$ cat config.mk
export PLATFORM = sky130hd
export DESIGN_NAME = rst_dbg_pin_cfg
export DESIGN_NICKNAME = d
export VERILOG_FILES = /design/src/design/rst_dbg_pin_pkg.sv /design/src/design/rst_pin_if.sv /design/src/design/rst_dbg_pin_cfg.sv /design/src/design/rst_pulse_filter.sv /design/src/design/nmi_edge_detect.sv
export VERILOG_INCLUDE_DIRS = /design/src /design/src/design
export SDC_FILE = /design/constraint.sdc
export NUM_CORES = 1
export LEC_CHECK = 0
export ABC_CLOCK_PERIOD_IN_PS = 1800
export BUFFER_PORTS_ARGS = -buffer_cell sky130_fd_sc_hd__buf_2
export CAP_MARGIN = 20
export CORE_AREA = 2 2 80 74
export DETAILED_ROUTE_END_ITERATION = 16
export DIE_AREA = 0 0 82 76
export HOLD_SLACK_MARGIN = 0.12
export PLACE_DENSITY = 0.74
export SETUP_SLACK_MARGIN = 0.1
export SYNTH_ARGS = -nofsm -noshare
export SYNTH_HDL_FRONTEND = slang
export SYNTH_SLANG_ARGS = --single-unit
export TNS_END_PERCENT = 20
$ cat constraint.sdc
create_clock -name i_core_clk -period 1.8 [get_ports i_core_clk]
set_input_delay 0.18 -clock i_core_clk [delete_from_list [all_inputs] [get_ports i_core_clk]]
set_output_delay 0.18 -clock i_core_clk [all_outputs]
set_load 0.01 [all_outputs]
$ cat src/design/rst_dbg_pin_map.svh
// offsets, field positions, reset values and timing counts of the reset/debug pin block
// What this block does
// After reset the shared reset pin works as a device reset input until software picks the interrupt use.
// Setting the pin NMI select bit turns the reset pin into an external non-maskable interrupt source.
// In interrupt use the pin is edge detected, with the polarity picked by the NMI edge select bit.
// The external NMI is requested only while the external NMI enable bit is set.
// Every qualifying edge in interrupt use sets the external NMI flag.
// The pull direction bit picks pullup or pulldown and the pull enable bit connects that resistor.
// In reset use the pin passes a digital filter that drops pulses shorter than the minimum reset time.
// The short-pulse filter is bypassed while the pin is the external NMI source.
// Every brownout reset clears the debug pin select bit.
// While the debug pin select bit is clear the debug pins are general-purpose I/O under port control.
// Once the debug pin select bit is set the pins run 4-wire JTAG until the next brownout reset.
// Writing zero to the debug pin select bit does nothing, so it is set once per brownout period.
// The decoder treats the lowest byte range of the map as reserved system extension space.
// The map holds a read-only word with the start address of the descriptor structure.
// The external NMI flag stays set until software clears it, and a new edge while set keeps it set.
`ifndef RST_DBG_PIN_MAP_SVH
`define RST_DBG_PIN_MAP_SVH

`define OFS_NMI_IE       20'h00100
`define OFS_NMI_IFG      20'h00104
`define OFS_RPC          20'h00108
`define OFS_DBG_SEL      20'h0010C
`define OFS_DESC_START   20'h00FF4
`define SYSEXT_LAST      20'h000FF

`define BIT_NMI_SEL      0
`define BIT_EDGE_FALL    1
`define BIT_PULL_UP      2
`define BIT_PULL_EN      3
`define BIT_NMI_IE       0
`define BIT_NMI_FLAG     0
`define BIT_DBG_SEL      0

`define RST_NMI_SEL      1'h0
`define RST_EDGE_FALL    1'h0
`define RST_PULL_UP      1'h1
`define RST_PULL_EN      1'h1
`define RST_NMI_IE       1'h0
`define RST_DBG_SEL      1'h0
`define VACANT_READ      32'h00003FFF

`define CLK_PERIOD_NS    5
`define RST_MIN_PULSE_NS 2000
`define RST_FILT_CYCLES  ((`RST_MIN_PULSE_NS + `CLK_PERIOD_NS - 1) / `CLK_PERIOD_NS)

`endif

$ cat src/design/rst_dbg_pin_pkg.sv
// state types of the reset/debug pin block
package rst_dbg_pin_pkg;

  typedef enum logic [2:0] {
    FILT_IDLE   = 3'h1,
    FILT_COUNT  = 3'h2,
    FILT_ACTIVE = 3'h4
  } filt_fsm_t;

  typedef struct packed {
    filt_fsm_t   fsm;
    logic [15:0] cnt;
    logic        req;
  } filt_reg_t;

  typedef struct packed {
    logic pin_d;
    logic edge_seen;
  } edge_reg_t;

  typedef struct packed {
    logic        nmi_sel;
    logic        edge_fall;
    logic        pull_up;
    logic        pull_en;
    logic        nmi_ie;
    logic        nmi_flag;
    logic        jtag_sel;
    logic        sysext;
    logic [31:0] rdata;
  } ctrl_reg_t;

endpackage

$ cat src/design/rst_pin_if.sv
// signals shared between the pin control and its filter and edge detector
interface rst_pin_if;
  logic pin_level;
  logic nmi_mode;
  logic edge_falling;
  logic nmi_edge;
  logic filt_reset;

  modport ctrl (output pin_level, output nmi_mode, output edge_falling, input nmi_edge, input filt_reset);
  modport filt (input pin_level, input nmi_mode, output filt_reset);
  modport edet (input pin_level, input nmi_mode, input edge_falling, output nmi_edge);
endinterface

$ cat src/design/rst_dbg_pin_cfg.sv
// reset pin and debug pin configuration with its register port
`include "rst_dbg_pin_map.svh"

module rst_dbg_pin_cfg #(
  parameter int unsigned ADDR_W          = 20,
  parameter logic [31:0] DESC_START_ADDR = 32'h00000000,
  parameter int unsigned MIN_CYCLES      = `RST_FILT_CYCLES
) (
  input  wire logic              i_core_clk,
  input  wire logic              i_rst_n,
  input  wire logic [ADDR_W-1:0] i_addr,
  input  wire logic [31:0]       i_wdata,
  input  wire logic              i_wr,
  input  wire logic              i_rd,
  output logic [31:0]            o_rdata,
  output logic                   o_sysext_access,
  input  wire logic              i_rst_pin,
  output logic                   o_pin_pull_en,
  output logic                   o_pin_pull_up,
  output logic                   o_pin_reset_req,
  output logic                   o_ext_nmi_req,
  input  wire logic [3:0]        i_dbg_pin_in,
  output logic [3:0]             o_dbg_pin_out,
  output logic [3:0]             o_dbg_pin_oe_n,
  input  wire logic [3:0]        i_port_out,
  input  wire logic [3:0]        i_port_oe_n,
  output logic [3:0]             o_port_in,
  output logic                   o_jtag_mode,
  output logic                   o_jtag_tck,
  output logic                   o_jtag_tms,
  output logic                   o_jtag_tdi,
  input  wire logic              i_jtag_tdo,
  input  wire logic              i_jtag_tdo_en
);
  localparam logic [ADDR_W-1:0] A_IE   = ADDR_W'(`OFS_NMI_IE);
  localparam logic [ADDR_W-1:0] A_IFG  = ADDR_W'(`OFS_NMI_IFG);
  localparam logic [ADDR_W-1:0] A_RPC  = ADDR_W'(`OFS_RPC);
  localparam logic [ADDR_W-1:0] A_DBG  = ADDR_W'(`OFS_DBG_SEL);
  localparam logic [ADDR_W-1:0] A_DESC = ADDR_W'(`OFS_DESC_START);
  localparam logic [ADDR_W-1:0] A_SYSX = ADDR_W'(`SYSEXT_LAST);

  // pin order: 0 data out, 1 data in, 2 mode select, 3 clock
  localparam int unsigned PIN_TDO = 0;
  localparam int unsigned PIN_TDI = 1;
  localparam int unsigned PIN_TMS = 2;
  localparam int unsigned PIN_TCK = 3;

  rst_dbg_pin_pkg::ctrl_reg_t st_ff;
  rst_dbg_pin_pkg::ctrl_reg_t nxt_st;
  logic [3:0]                 jtag_out;
  logic [3:0]                 jtag_oe_n;

  rst_pin_if pc ();

  function automatic logic word_hit(input logic [ADDR_W-1:0] addr, input logic [ADDR_W-1:0] ofs);
    word_hit = (addr[ADDR_W-1:2] == ofs[ADDR_W-1:2]);
  endfunction

  function automatic logic in_sysext(input logic [ADDR_W-1:0] addr);
    in_sysext = (addr <= A_SYSX);
  endfunction

  assign pc.pin_level    = i_rst_pin;
  assign pc.nmi_mode     = st_ff.nmi_sel;
  assign pc.edge_falling = st_ff.edge_fall;

  rst_pulse_filter #(
    .MIN_CYCLES (MIN_CYCLES)
  ) u_filter (
    .i_core_clk (i_core_clk),
    .i_rst_n    (i_rst_n),
    .pins       (pc)
  );

  nmi_edge_detect u_edge (
    .i_core_clk (i_core_clk),
    .i_rst_n    (i_rst_n),
    .pins       (pc)
  );

  always_comb begin
    nxt_st = st_ff;
    nxt_st.rdata  = 32'h00000000;
    nxt_st.sysext = 1'b0;
    if (i_wr) begin
      if (in_sysext(i_addr)) begin
        nxt_st.sysext = 1'b1;
      end else if (word_hit(i_addr, A_IE)) begin
        nxt_st.nmi_ie = i_wdata[`BIT_NMI_IE];
      end else if (word_hit(i_addr, A_IFG)) begin
        if (i_wdata[`BIT_NMI_FLAG]) begin
          nxt_st.nmi_flag = 1'b0;
        end
      end else if (word_hit(i_addr, A_RPC)) begin
        nxt_st.nmi_sel   = i_wdata[`BIT_NMI_SEL];
        nxt_st.edge_fall = i_wdata[`BIT_EDGE_FALL];
        nxt_st.pull_up   = i_wdata[`BIT_PULL_UP];
        nxt_st.pull_en   = i_wdata[`BIT_PULL_EN];
      end else if (word_hit(i_addr, A_DBG)) begin
        if (i_wdata[`BIT_DBG_SEL]) begin
          nxt_st.jtag_sel = 1'b1;
        end
      end
    end
    if (i_rd) begin
      if (in_sysext(i_addr)) begin
        nxt_st.sysext = 1'b1;
      end else if (word_hit(i_addr, A_IE)) begin
        nxt_st.rdata[`BIT_NMI_IE] = st_ff.nmi_ie;
      end else if (word_hit(i_addr, A_IFG)) begin
        nxt_st.rdata[`BIT_NMI_FLAG] = st_ff.nmi_flag;
      end else if (word_hit(i_addr, A_RPC)) begin
        nxt_st.rdata[`BIT_NMI_SEL]   = st_ff.nmi_sel;
        nxt_st.rdata[`BIT_EDGE_FALL] = st_ff.edge_fall;
        nxt_st.rdata[`BIT_PULL_UP]   = st_ff.pull_up;
        nxt_st.rdata[`BIT_PULL_EN]   = st_ff.pull_en;
      end else if (word_hit(i_addr, A_DBG)) begin
        nxt_st.rdata[`BIT_DBG_SEL] = st_ff.jtag_sel;
      end else if (word_hit(i_addr, A_DESC)) begin
        nxt_st.rdata = DESC_START_ADDR;
      end else begin
        nxt_st.rdata = `VACANT_READ;
      end
    end
    // an edge in the clearing cycle keeps the flag
    if (pc.nmi_edge) begin
      nxt_st.nmi_flag = 1'b1;
    end
  end

  always_ff @(posedge i_core_clk or negedge i_rst_n) begin
    if (!i_rst_n) begin
      st_ff.nmi_sel   <= `RST_NMI_SEL;
      st_ff.edge_fall <= `RST_EDGE_FALL;
      st_ff.pull_up   <= `RST_PULL_UP;
      st_ff.pull_en   <= `RST_PULL_EN;
      st_ff.nmi_ie    <= `RST_NMI_IE;
      st_ff.nmi_flag  <= 1'b0;
      st_ff.jtag_sel  <= `RST_DBG_SEL;
      st_ff.sysext    <= 1'b0;
      st_ff.rdata     <= 32'h00000000;
    end else begin
      st_ff <= nxt_st;
    end
  end

  assign o_rdata         = st_ff.rdata;
  assign o_sysext_access = st_ff.sysext;
  assign o_pin_pull_en   = st_ff.pull_en;
  assign o_pin_pull_up   = st_ff.pull_up;
  assign o_pin_reset_req = pc.filt_reset;
  assign o_ext_nmi_req   = st_ff.nmi_flag && st_ff.nmi_ie;
  assign o_jtag_mode     = st_ff.jtag_sel;

  // in jtag use only the data-out pin may drive
  assign jtag_out  = {3'h0, i_jtag_tdo};
  assign jtag_oe_n = {3'h7, !i_jtag_tdo_en};

  for (genvar k = 0; k < 4; k++) begin : g_pin
    always_comb begin
      if (st_ff.jtag_sel) begin
        o_dbg_pin_out[k]  = jtag_out[k];
        o_dbg_pin_oe_n[k] = jtag_oe_n[k];
        o_port_in[k]      = 1'b0;
      end else begin
        o_dbg_pin_out[k]  = i_port_out[k];
        o_dbg_pin_oe_n[k] = i_port_oe_n[k];
        o_port_in[k]      = i_dbg_pin_in[k];
      end
    end
  end

  assign o_jtag_tck = st_ff.jtag_sel && i_dbg_pin_in[PIN_TCK];
  assign o_jtag_tms = st_ff.jtag_sel && i_dbg_pin_in[PIN_TMS];
  assign o_jtag_tdi = st_ff.jtag_sel && i_dbg_pin_in[PIN_TDI];
endmodule

$ cat src/design/rst_pulse_filter.sv
// short-pulse filter on the active-low reset pin
`include "rst_dbg_pin_map.svh"
module rst_pulse_filter #(
  parameter int unsigned MIN_CYCLES = `RST_FILT_CYCLES
) (
  input  wire logic i_core_clk,
  input  wire logic i_rst_n,
  rst_pin_if.filt   pins
);
  localparam logic [15:0] LAST = 16'(MIN_CYCLES - 1);

  rst_dbg_pin_pkg::filt_reg_t st_ff;
  rst_dbg_pin_pkg::filt_reg_t nxt_st;
  logic [15:0]                low_run_ff;

  always_comb begin
    nxt_st = st_ff;
    case (st_ff.fsm)
      rst_dbg_pin_pkg::FILT_IDLE: begin
        nxt_st.cnt = 16'h0000;
        if (!pins.pin_level) begin
          nxt_st.fsm = (LAST == 16'h0000) ? rst_dbg_pin_pkg::FILT_ACTIVE : rst_dbg_pin_pkg::FILT_COUNT;
          nxt_st.cnt = 16'h0001;
        end
      end
      rst_dbg_pin_pkg::FILT_COUNT: begin
        if (pins.pin_level) begin
          nxt_st.fsm = rst_dbg_pin_pkg::FILT_IDLE;
        end else if (st_ff.cnt >= LAST) begin
          nxt_st.fsm = rst_dbg_pin_pkg::FILT_ACTIVE;
        end else begin
          nxt_st.cnt = st_ff.cnt + 16'h0001;
        end
      end
      rst_dbg_pin_pkg::FILT_ACTIVE: begin
        if (pins.pin_level) begin
          nxt_st.fsm = rst_dbg_pin_pkg::FILT_IDLE;
        end
      end
      default: nxt_st.fsm = rst_dbg_pin_pkg::FILT_IDLE;
    endcase
    if (pins.nmi_mode) begin
      nxt_st.fsm = rst_dbg_pin_pkg::FILT_IDLE;
      nxt_st.cnt = 16'h0000;
    end
    nxt_st.req = (nxt_st.fsm == rst_dbg_pin_pkg::FILT_ACTIVE);
  end

  always_ff @(posedge i_core_clk or negedge i_rst_n) begin
    if (!i_rst_n) begin
      st_ff <= '{fsm: rst_dbg_pin_pkg::FILT_IDLE, cnt: 16'h0000, req: 1'b0};
    end else begin
      st_ff <= nxt_st;
    end
  end

  assign pins.filt_reset = st_ff.req;

  // consecutive low samples in reset use, watched only by checks
  always_ff @(posedge i_core_clk or negedge i_rst_n) begin
    if (!i_rst_n) begin
      low_run_ff <= 16'h0000;
    end else if (pins.pin_level || pins.nmi_mode) begin
      low_run_ff <= 16'h0000;
    end else if (low_run_ff != 16'hFFFF) begin
      low_run_ff <= low_run_ff + 16'h0001;
    end
  end
endmodule

$ cat src/design/nmi_edge_detect.sv
// edge detector for the reset pin in nmi use
module nmi_edge_detect (
  input  wire logic i_core_clk,
  input  wire logic i_rst_n,
  rst_pin_if.edet   pins
);
  rst_dbg_pin_pkg::edge_reg_t st_ff;
  rst_dbg_pin_pkg::edge_reg_t nxt_st;
  logic                       rise;
  logic                       fall;

  always_comb begin
    rise = pins.pin_level && !st_ff.pin_d;
    fall = !pins.pin_level && st_ff.pin_d;
    nxt_st = st_ff;
    nxt_st.pin_d = pins.pin_level;
    nxt_st.edge_seen = pins.nmi_mode && (pins.edge_falling ? fall : rise);
  end

  always_ff @(posedge i_core_clk or negedge i_rst_n) begin
    if (!i_rst_n) begin
      st_ff <= '{pin_d: 1'b1, edge_seen: 1'b0};
    end else begin
      st_ff <= nxt_st;
    end
  end

  assign pins.nmi_edge = st_ff.edge_seen;
endmodule

==> metrics, run 1 <==
first-pass GRT wire length=7880 um; Clock Path Buffers=2; critical path capture point type=flop; share of power burned in registers=40.0%; critical path class=reg2reg; Clk pwr share=40.6%; pwr dens=750 nW/um2; worst-margin pin slew=0.762 ns; H-tree level count=2; Comb pwr share=19.4%; gpl congestion=0.869; WL final=5010 um; CP arrival=2.22 ns; fin crit period=2.00 ns; largest area contributor in the netlist=dfrtp_1; EDFF count, synth=0; leak pwr=1.41 nW; Yosys reg bits=35; max_slew headroom=49.2%; CTS tree=built; Avg Cell Area, Syn=9.23 um2; Synth Instances=220; DR iter-0 viols=70; switch share=25.1%; most frequent cells in the layout=buf_2 (75), dfrtp_1 (31), buf_4 (31); initial antenna violation count=0; crit-path max FO=8; Final Skew=0.00494 ns; IO buf count=75; Syn-to-layout area delta=37.6%; Die X=82 um; clk sinks=35; Yosys cell types=44; IO Count=124; Max Cap Violations=0; Layout Utilization=51.1%; Placement Rows=26; final-report hold violation count=0; Placed Cells=369; Nets=386; HP Class=in2reg; final setup TNS=-0.878 ns; post-synthesis sequential area ratio=43.4%; largest cells by area after synthesis=dfrtp_1 (38%), buf_4 (12%), dfstp_2 (5.2%); asr flop ratio synth=100%; met1 wire length=2050 um; Clk Latency, worst-skew pair=0.29 ns; Vias per Instance=4.92; die height=76 um; Register Area=881 um2; Fill cells=507; violated checks=setup timing; DR WL/cell=13.0 um; core area=5470 um2; total number of vias=1,893; Data required, critical path=2.02 ns; n_diodes=0; synthesized cell area=2030 um2; met3 WL post-DR=374 um; critical path startpoint category=flop; Met2 Wirelength=2500 um; DRC viols=0; die area=6230 um2; Synth top area share=38.2%; predominant post-synthesis flop cell=dfrtp_1; clock-pin slew on the worst setup and hold paths=0.07 ns; YS warnings=0; fmax=0.501 GHz; period utilisation layout=111%; DPL Wire Length=3610 um; outcome=finished with violations; CTS buffer count=5; Final Setup Violations=10; Net Switching=0.525 mW; setup slack after layout=-0.195 ns; area of the multi-input gates=1030 um2; post-route insts no fill=385; unrepaired setup endpoints after global routing=yes; Worst VDD drop=0.475 mV; Total GRT Usage=16.3%; final antenna-violating net count=0; Internal=1.57 mW; most common cell after layout, fill and taps aside=buf_2; Slew Limit Fails=0; Initial Utilization=37.2%; clk root buf=clkbuf_8; uppermost routed layer=met4; fraction of layout instances using a drive strength above 1=45.7%; Pre-antenna DRT Iters=4; pin count of the biggest net entering global routing=36; total grt overflow=0; number of global-route vias before repair=1,797
per-stage QoR:
step                      cell area [um2]  power, mW  hold slack (ns)  worst slack [ns]
final                                2800       2.10            0.129            -0.195
after global routing                 2800       2.20            0.121            -0.258
after CTS                            2690       2.06            0.123            -0.171
after detailed placement             2480       1.17            0.295            -0.245
after global placement               2480       1.17            0.301            -0.203
after floorplan                      2100       1.06           -0.116            -0.150
state kept, by name (all words and copies together), names as in the netlist:
name,flops
st_ff,2
o_jtag_mode,1
u_filter.pins.filt_reset,1
o_rdata,5
o_pin_pull_up,1
pc.nmi_mode,1
u_edge.st_ff,1
u_filter.st_ff,19
pc.edge_falling,1
o_pin_pull_en,1
o_sysext_access,1
u_edge.pins.nmi_edge,1
timing repair:
item / 4_1_cts / 5_1_grt
gates cloned: 0 / 0
setup buffers: 3 / 2
endpoints found under the hold margin: 33 / 0
gates resized for setup: 5 / 16
pin swaps: 6 / 2
endpoints found under the setup margin: 13 / 15
hold buffers: 3 / 0
critical path, cell delays in order, from the launching register on:
cell	delay, ns
dfrtp_1	0.42
ha_4	0.19
nand3_4	0.09
a21oi_4	0.07
or4_4	0.58
or4_4	0.44
o22ai_2	0.14
worst paths after layout:
| path | from | end | slack, ns | depth (start not counted) |
|---|---|---|---|---|
| max | u_filter.st_ff[1]$_DFFE_PN0P_ | u_filter.st_ff[5]$_DFFE_PN0P_ | -0.20 | 6 |
| min | i_wdata[2] | o_pin_pull_up$_DFFE_PN1P_ | 0.13 | 2 |
| max reg2reg | u_filter.st_ff[1]$_DFFE_PN0P_ | u_filter.st_ff[5]$_DFFE_PN0P_ | -0.20 | 6 |
| min in group asynchronous | i_rst_n | u_filter.st_ff[9]$_DFFE_PN0P_ | 0.49 | 2 |
| max in group asynchronous | i_rst_n | u_filter.st_ff[19]$_DFF_PN0_ | 0.82 | 2 |
| min reg2reg | u_filter.st_ff[9]$_DFFE_PN0P_ | u_filter.st_ff[9]$_DFFE_PN0P_ | 0.49 | 2 |
cells in the mapped netlist (all sizes together) (2+ instances only):
cell type,count
nor2b,7
buf,34
dfstp,4
nand2b,3
or4,4
dfrtp,31
or2,6
or3b,2
mux2,6
a2111oi,3
a21oi,11
nand2,22
mux2i,3
o21ai,3
o2111ai,2
nor3,9
nor2,11
nor4,6
inv,5
nand3,10
o22ai,2
or3,2
clkbuf,5
and2,4
and3,8
power groups by stage:
stage,clock network [mW],logic [mW],registers (mW)
finish,0.850,0.407,0.838
global route,0.900,0.456,0.840
CTS,0.866,0.361,0.831
detailed placement,0,0.329,0.846
global placement,0,0.324,0.843
floorplan,0,0.205,0.852
logic make-up after synthesis:
logic type | synth area share [%]
adders and majority gates | 0.616
and+or+nand+nor | 25.9
DFF | 43.4
other | 0.185
xor gates and xnor gates | 0.431
AOI/OAI and AO/OA | 10.5
buffers and inverters | 14.2
muxes | 4.81
metal layers:
layer,up-vias,global-route usage (%)
met5,-,0
met4,0,7.00
met3,8,4.03
met2,86,27.8
met1,883,18.9
li1,916,-
final cells by class:
cell class,count,share of cell area (%)
multi-input combinational,158,37.0
sequential,35,31.5
timing repair buffer,109,22.8
tap,70,3.13
clock buffer,5,2.46
clock inverter,3,2.42
inverter,5,0.671
Note: power is estimated with default switching activity, not from simulation.
==> inputs of run 2 (changes only) <==
--- a/config.mk
+++ b/config.mk
@@ -6,14 +6,15 @@
 export SDC_FILE = /design/constraint.sdc
 export NUM_CORES = 1
 export LEC_CHECK = 0
+export ABC_AREA = 1
 export ABC_CLOCK_PERIOD_IN_PS = 1800
 export BUFFER_PORTS_ARGS = -buffer_cell sky130_fd_sc_hd__buf_2
 export CAP_MARGIN = 20
-export CORE_AREA = 2 2 80 74
+export CORE_AREA = 2 2 82 76
 export DETAILED_ROUTE_END_ITERATION = 16
-export DIE_AREA = 0 0 82 76
+export DIE_AREA = 0 0 84 78
 export HOLD_SLACK_MARGIN = 0.12
-export PLACE_DENSITY = 0.74
+export PLACE_DENSITY = 0.75
 export SETUP_SLACK_MARGIN = 0.1
 export SYNTH_ARGS = -nofsm -noshare
 export SYNTH_HDL_FRONTEND = slang
==> run 2 against run 1 <==
The flow now finishes without violations. Maximum frequency increased by 26%. Cell count increased by 15%. Hold slack got worse by 0.0025 ns. First-iteration DRC count shrank 29%. Cell area shrank 3.9%. Global-route usage decreased by 2.8 points. Clock skew barely moved. Sequential cell count is the same. Synthesized area is 9.4% higher. Highest routed layer unchanged.
==> metrics, run 2 <==
outcome=finished clean; Clk pwr share=30.3% (-10 points); first-pass GRT wire length=7270 um (-7.8%); Final Skew=0.00515 ns (+0.000207 ns); Final Setup Violations=0 (-10); worst-margin pin slew=0.735 ns (-0.0266 ns); max_slew headroom=51.0% (+1.8 points); leak pwr=1.47 nW (+4.5%); IO Count=124 (unchanged); largest area contributor in the netlist=dfrtp_1; Layout Utilization=47.7% (-3.4 points); die height=78 um (+2.6%); final setup TNS=0 ns (+0.878 ns); Yosys reg bits=35 (unchanged); setup slack after layout=0.212 ns (+0.408 ns); YS warnings=0 (unchanged); synth cell count leaders=nand2_1 (57), inv_1 (45), nor2_1 (44); DPL Wire Length=3440 um (-4.7%); final-report hold violation count=0 (unchanged); critical path class=reg2out; worst path cell trace=inv_1, o21ai_0, buf_2; clk sinks=35 (unchanged); clock-pin slew on the worst setup and hold paths=0.07 ns (about the same); max reg flops=19 (unchanged); share of power burned in registers=39.0% (-1.0 points); fraction of layout instances using a drive strength above 1=30.2% (-16 points); number of global-route vias before repair=1,735 (-3.5%); Critical-path top delay cell=dfrtp_1; Design Power=2.30 mW (+9.9%); Avg Cell Area, Syn=7.43 um2 (-20%); WL final=4340 um (-13%); H-tree level count=2 (unchanged); CTS tree=built; pin count of the biggest net entering global routing=36 (unchanged); Top reg by flops=u_filter.st_ff; post-synthesis sequential area ratio=39.7% (-3.7 points); Synth top area share=34.9% (-3.3 points); Comb pwr share=30.7% (+11 points); core area=5630 um2 (+3.0%); gpl congestion=0.867 (-0.16%); clk root buf=clkbuf_8; Synth Instances=299 (+36%); asr flop ratio synth=100% (unchanged); critical path capture point type=primary output; EDFF count, synth=0 (unchanged); pwr dens=857 nW/um2 (+14%); IO buf count=75 (unchanged); final antenna-violating net count=0 (unchanged); largest cells by area after synthesis=dfrtp_1 (35%), buf_4 (11%), nand2_1 (9.6%); Yosys cell types=31 (-30%); max incr delay on CP=0.65 ns (+0.07 ns); predominant post-synthesis flop cell=dfrtp_1; DR WL/cell=9.84 um (-24%); Placement Rows=26 (unchanged); CTS buffer count=5 (unchanged); DR iter-0 viols=50 (-29%); synthesized cell area=2220 um2 (+9.4%); period utilisation layout=88.2% (-23 points); Slew Limit Fails=0 (unchanged); Setup WS pre-CTS=0.168 ns (+0.413 ns); unrepaired setup endpoints after global routing=no; HP Class=in2reg; Die X=84 um (+2.4%); critical path startpoint category=flop; switch share=33.3% (+8.2 points); fmax=0.630 GHz (+26%); n_diodes=0 (unchanged); Vias per Instance=4.43 (-9.8%); Total GRT Usage=13.5% (-2.8 points); Clock Path Buffers=2 (unchanged); Syn-to-layout area delta=21.0%; Nets=442 (+15%); Pre-antenna DRT Iters=5 (+1); die area=6550 um2 (+5.1%); Initial Utilization=39.5% (+2.3 points); CP arrival=1.41 ns (-0.81 ns); most frequent cell after synthesis=nand2_1; most common cell after layout, fill and taps aside=buf_2; Data required, critical path=1.62 ns (-0.40 ns); Internal=1.54 mW (-2.1%); Clk Latency, worst-skew pair=0.29 ns (about the same); Fill cells=567 (+12%); DRC viols=0 (unchanged); most frequent cells in the layout=buf_2 (75), nand2_1 (56), inv_1 (45); initial antenna violation count=0 (unchanged); Max Cap Violations=0 (unchanged); Net Switching=0.766 mW (+46%); total grt overflow=0 (unchanged); Worst VDD drop=0.354 mV (-25%); fin crit period=1.59 ns (-0.408 ns); total number of vias=1,955 (+3.3%); crit-path max FO=17 (+9)
## run 2: cell type report
cell class	count	area [um2]	share of cell area, %
multi-input cells	198	981	36.5
flip-flops and latches	35	881	32.8
repair buffers	83	445	16.6
inverters	47	179	6.66
well taps	70	87.6	3.26
clock buffers	5	68.8	2.56
clock inverters	3	43.8	1.63
## run 2: metal layers
| metal | share of wire, % | track usage [%] |
|---|---|---|
| met1 | 46 | 18.1 |
| met2 | 48 | 21.4 |
| met3 | 4.5 | 2.77 |
| met4 | 1.4 | 5.48 |
| met5 | 0 | 0 |
## run 2: cell families after synthesis
| group | Yosys count | share of synthesized area [%] |
|---|---|---|
| other cells | 1 | 0.169 |
| compound gates | 24 | 6.08 |
| fa+ha+maj | 1 | 0.563 |
| simple gates | 154 | 33.0 |
| xor+xnor | 1 | 0.394 |
| buf+inv | 83 | 20.1 |
| flops | 35 | 39.7 |
## run 2: path summary, 6_finish.rpt
check	startpoint	endpoint	slack [ns]	cells after the start
worst max-delay path	o_jtag_mode$_DFFE_PN0P_	o_dbg_pin_oe_n[0]	0.21	3
worst min-delay path	i_wdata[1]	pc.edge_falling$_DFFE_PN0P_	0.13	3
worst max register to register	u_filter.st_ff[1]$_DFFE_PN0P_	u_filter.st_ff[11]$_DFFE_PN0P_	0.23	10
worst min register to register	u_edge.pins.nmi_edge$_DFF_PN0_	st_ff[34]$_DFFE_PN0P_	0.44	1
max in group asynchronous	i_rst_n	u_filter.st_ff[2]$_DFFE_PN0P_	0.85	2
min in group asynchronous	i_rst_n	u_filter.st_ff[10]$_DFFE_PN0P_	0.48	2
## run 2: per-stage QoR
stage	instances	hold WS, ns	area (um2)
floorplan	316	-0.116	2280
global placement	426	0.287	2480
detailed placement	426	0.288	2480
CTS	438	0.131	2640
global route	441	0.169	2690
finish	441	0.126	2690
## run 2: what timing repair did
action | 4_1_cts | 5_1_grt
endpoints found under the setup margin | 0 | 9
hold endpoints to repair | 34 | 0
resized for setup | 0 | 5
setup buffers | 0 | 3
hold buffers | 4 | 0
## run 2: power by group through the flow
stage / logic [mW] / clock network (mW) / registers [mW]
6_report: 0.706 / 0.697 / 0.899
4_1_cts: 0.582 / 0.712 / 0.893
2_1_floorplan: 0.493 / 0 / 0.907
3_5_place_dp: 0.574 / 0 / 0.908
3_3_place_gp: 0.563 / 0 / 0.905
5_1_grt: 0.807 / 0.745 / 0.908
## run 2: worst max-delay path: cells and delay by family, from the launching register on
| family | cells | cell delay, ns |
|---|---|---|
| buffers and inverters | 2 | 0.31 |
| AOI/OAI and AO/OA | 1 | 0.16 |
| DFF | 1 | 0.65 |
==> inputs of run 3 (changes only) <==
--- a/config.mk
+++ b/config.mk
@@ -7,14 +7,14 @@
 export NUM_CORES = 1
 export LEC_CHECK = 0
 export ABC_AREA = 1
-export ABC_CLOCK_PERIOD_IN_PS = 1800
+export ABC_CLOCK_PERIOD_IN_PS = 1600
 export BUFFER_PORTS_ARGS = -buffer_cell sky130_fd_sc_hd__buf_2
 export CAP_MARGIN = 20
-export CORE_AREA = 2 2 82 76
+export CORE_AREA = 2 2 78 72
 export DETAILED_ROUTE_END_ITERATION = 16
-export DIE_AREA = 0 0 84 78
+export DIE_AREA = 0 0 80 74
 export HOLD_SLACK_MARGIN = 0.12
-export PLACE_DENSITY = 0.75
+export PLACE_DENSITY = 0.79
 export SETUP_SLACK_MARGIN = 0.1
 export SYNTH_ARGS = -nofsm -noshare
 export SYNTH_HDL_FRONTEND = slang
==> constraint.sdc (replaced) <==
create_clock -name i_core_clk -period 1.6 [get_ports i_core_clk]
set_input_delay 0.16 -clock i_core_clk [delete_from_list [all_inputs] [get_ports i_core_clk]]
set_output_delay 0.16 -clock i_core_clk [all_outputs]
set_load 0.01 [all_outputs]
==> run 3 against run 2 <==
Sequential share of layout area fell by 2.3 points. Count of clock-buffer cells in the layout up 1. Register-to-register slack worse by 0.12 ns.
==> metrics, run 3 (same netlist as run 2, synthesis figures left out) <==
outcome=finished clean; Hold Slack=0.117 ns (-0.00899 ns); gpl congestion=0.827 (-4.7%); area post-placement=2530 um2 (+1.9%); clk sinks=35 (unchanged); met3 WL post-DR=216 um (+9.6%); initial antenna violation count=0 (unchanged); Final Setup Violations=0 (unchanged); Nets=455 (+2.9%); Worst VDD drop=0.541 mV (+53%); Layout Utilization=56.5% (+8.7 points); Design Power=2.90 mW (+26%); DRC viols=0 (unchanged); max_slew headroom=50.7% (-0.30 points); die area=5920 um2 (-9.6%); critical path class=reg2reg; HP Class=in2reg; leak pwr=1.57 nW (+6.8%); Pre-antenna DRT Iters=4 (-1); Hold Path Depth=3 (unchanged); unrepaired setup endpoints after global routing=yes; Vias per Instance=4.54 (+2.5%); Syn-to-layout area delta=30.4%; Placed Cells=428 (+0.47%); post-route insts no fill=451 (+2.3%); DR iter-0 viols=95 (+90%); Setup WS pre-CTS=0.00339 ns (-0.164 ns); critical path capture point type=flop; die height=74 um (-5.1%); Die X=80 um (-4.8%); Total GRT Usage=15.6% (+2.1 points); worst-margin pin slew=0.740 ns (+0.00450 ns); IO buf count=75 (unchanged); Clock Path Buffers=2 (unchanged); uppermost routed layer=met4; pwr dens=1000 nW/um2 (+17%); Clk Latency, worst-skew pair=0.28 ns (about the same); crit-path max FO=4 (-13); Worst R2R End=u_filter.st_ff[19]$_DFF_PN0_; most frequent cells in the layout=buf_2 (75), nand2_1 (54), inv_1 (45); Met2 Wirelength=2250 um (+8.7%); IO Count=124 (unchanged); pin count of the biggest net entering global routing=36 (unchanged); Final Cell Area=2900 um2 (+7.8%); WL final=4610 um (+6.2%); CP arrival=1.65 ns (+0.24 ns); r2r setup slk=0.11 ns (-0.12 ns); final-report hold violation count=0 (unchanged); Data required, critical path=1.77 ns (+0.15 ns); first-pass GRT wire length=7350 um (+1.1%); R2R depth=7 (-3); total grt overflow=0 (unchanged); clock-pin slew on the worst setup and hold paths=0.07 ns (about the same); worst hold start=i_wdata[1]; Max Cap Violations=0 (unchanged); Placement Rows=25 (-3.8%); Top reg by flops=u_filter.st_ff; setup slack after layout=0.112 ns (-0.101 ns); number of global-route vias before repair=1,729 (-0.35%); final setup TNS=0 ns (unchanged); Initial Utilization=43.3% (+3.8 points); DPL Wire Length=3370 um (-2.2%); Fill cells=472 (-17%); CTS buffer count=5 (unchanged); met1 wire length=2080 um (+3.8%); DR WL/cell=10.2 um (+3.8%); n_diodes=0 (unchanged); total number of vias=2,049 (+4.8%); most common cell after layout, fill and taps aside=buf_2; core area=5130 um2 (-8.8%); WHS Endpoint=pc.edge_falling$_DFFE_PN0P_; clk root buf=clkbuf_8; H-tree level count=2 (unchanged); worst reg2reg path startpoint=u_filter.st_ff[17]$_DFF_PN1_; CTS tree=built; final antenna-violating net count=0 (unchanged); critical path startpoint category=flop; Final Skew=0.00490 ns (-0.000248 ns); max reg flops=19 (unchanged); fmax=0.672 GHz; Slew Limit Fails=0 (unchanged); fin crit period=1.49 ns; fraction of layout instances using a drive strength above 1=36.2% (+6.0 points); period utilisation layout=93.0%
[run 3: final cells by class]
class	instances	area (um2)	share of cell area [%]
clock buffers	6	82.6	2.85
repair buffers	95	552	19.0
multi-input cells	199	1080	37.4
flip-flops and latches	35	882	30.5
clock inverters	2	35.0	1.21
inverters	47	179	6.18
well taps	67	83.8	2.89
[run 3: critical path, cell delays in order, from the launching register on]
cell and delay [ns]:
dfstp_2 0.54, nand3_2 0.11, nand2_1 0.11, inv_1 0.09, nand2_2 0.08, nand3_4 0.09, a211oi_4 0.27, nor2_1 0.07
[run 3: worst max-delay path by stage]
stage / startpoint / endpoint / slack, ns / cells after the start
2_1_floorplan: u_filter.st_ff[1]$_DFFE_PN0P_ / u_filter.st_ff[4]$_DFFE_PN0P_ / 0.16 / 11
3_3_place_gp: u_filter.st_ff[2]$_DFFE_PN0P_ / u_filter.st_ff[1]$_DFFE_PN0P_ / 0.1 / 11
3_5_place_dp: u_filter.st_ff[2]$_DFFE_PN0P_ / u_filter.st_ff[9]$_DFFE_PN0P_ / 0.003 / 10
4_1_cts: u_filter.st_ff[2]$_DFFE_PN0P_ / u_filter.st_ff[9]$_DFFE_PN0P_ / 0.1 / 10
5_1_grt: u_filter.st_ff[17]$_DFF_PN1_ / u_filter.pins.filt_reset$_DFF_PN0_ / 0.03 / 7
6_report: u_filter.st_ff[17]$_DFF_PN1_ / u_filter.st_ff[19]$_DFF_PN0_ / 0.11 / 7
[run 3: report_power, final]
| group | switching (mW) | leakage, nW | internal [mW] |
|---|---|---|---|
| Clock | 0.305 | 0.0612 | 0.504 |
| Combinational | 0.647 | 1.06 | 0.434 |
| Sequential | 0.0467 | 0.453 | 0.965 |
[run 3: timing repair]
action	CTS	global route
hold endpoints to repair	34	0
hold buffers	4	0
endpoints found under the setup margin	21	20
gates resized for setup	4	24
pin swaps	1	4
buffers inserted	1	9
gates cloned	1	0
[run 3: metal layers]
layer  GRT usage (%)  vias up
met1            20.0      929
li1                -     1049
met3            3.16        8
met5               0        -
met2            27.1       63
met4            3.95        0
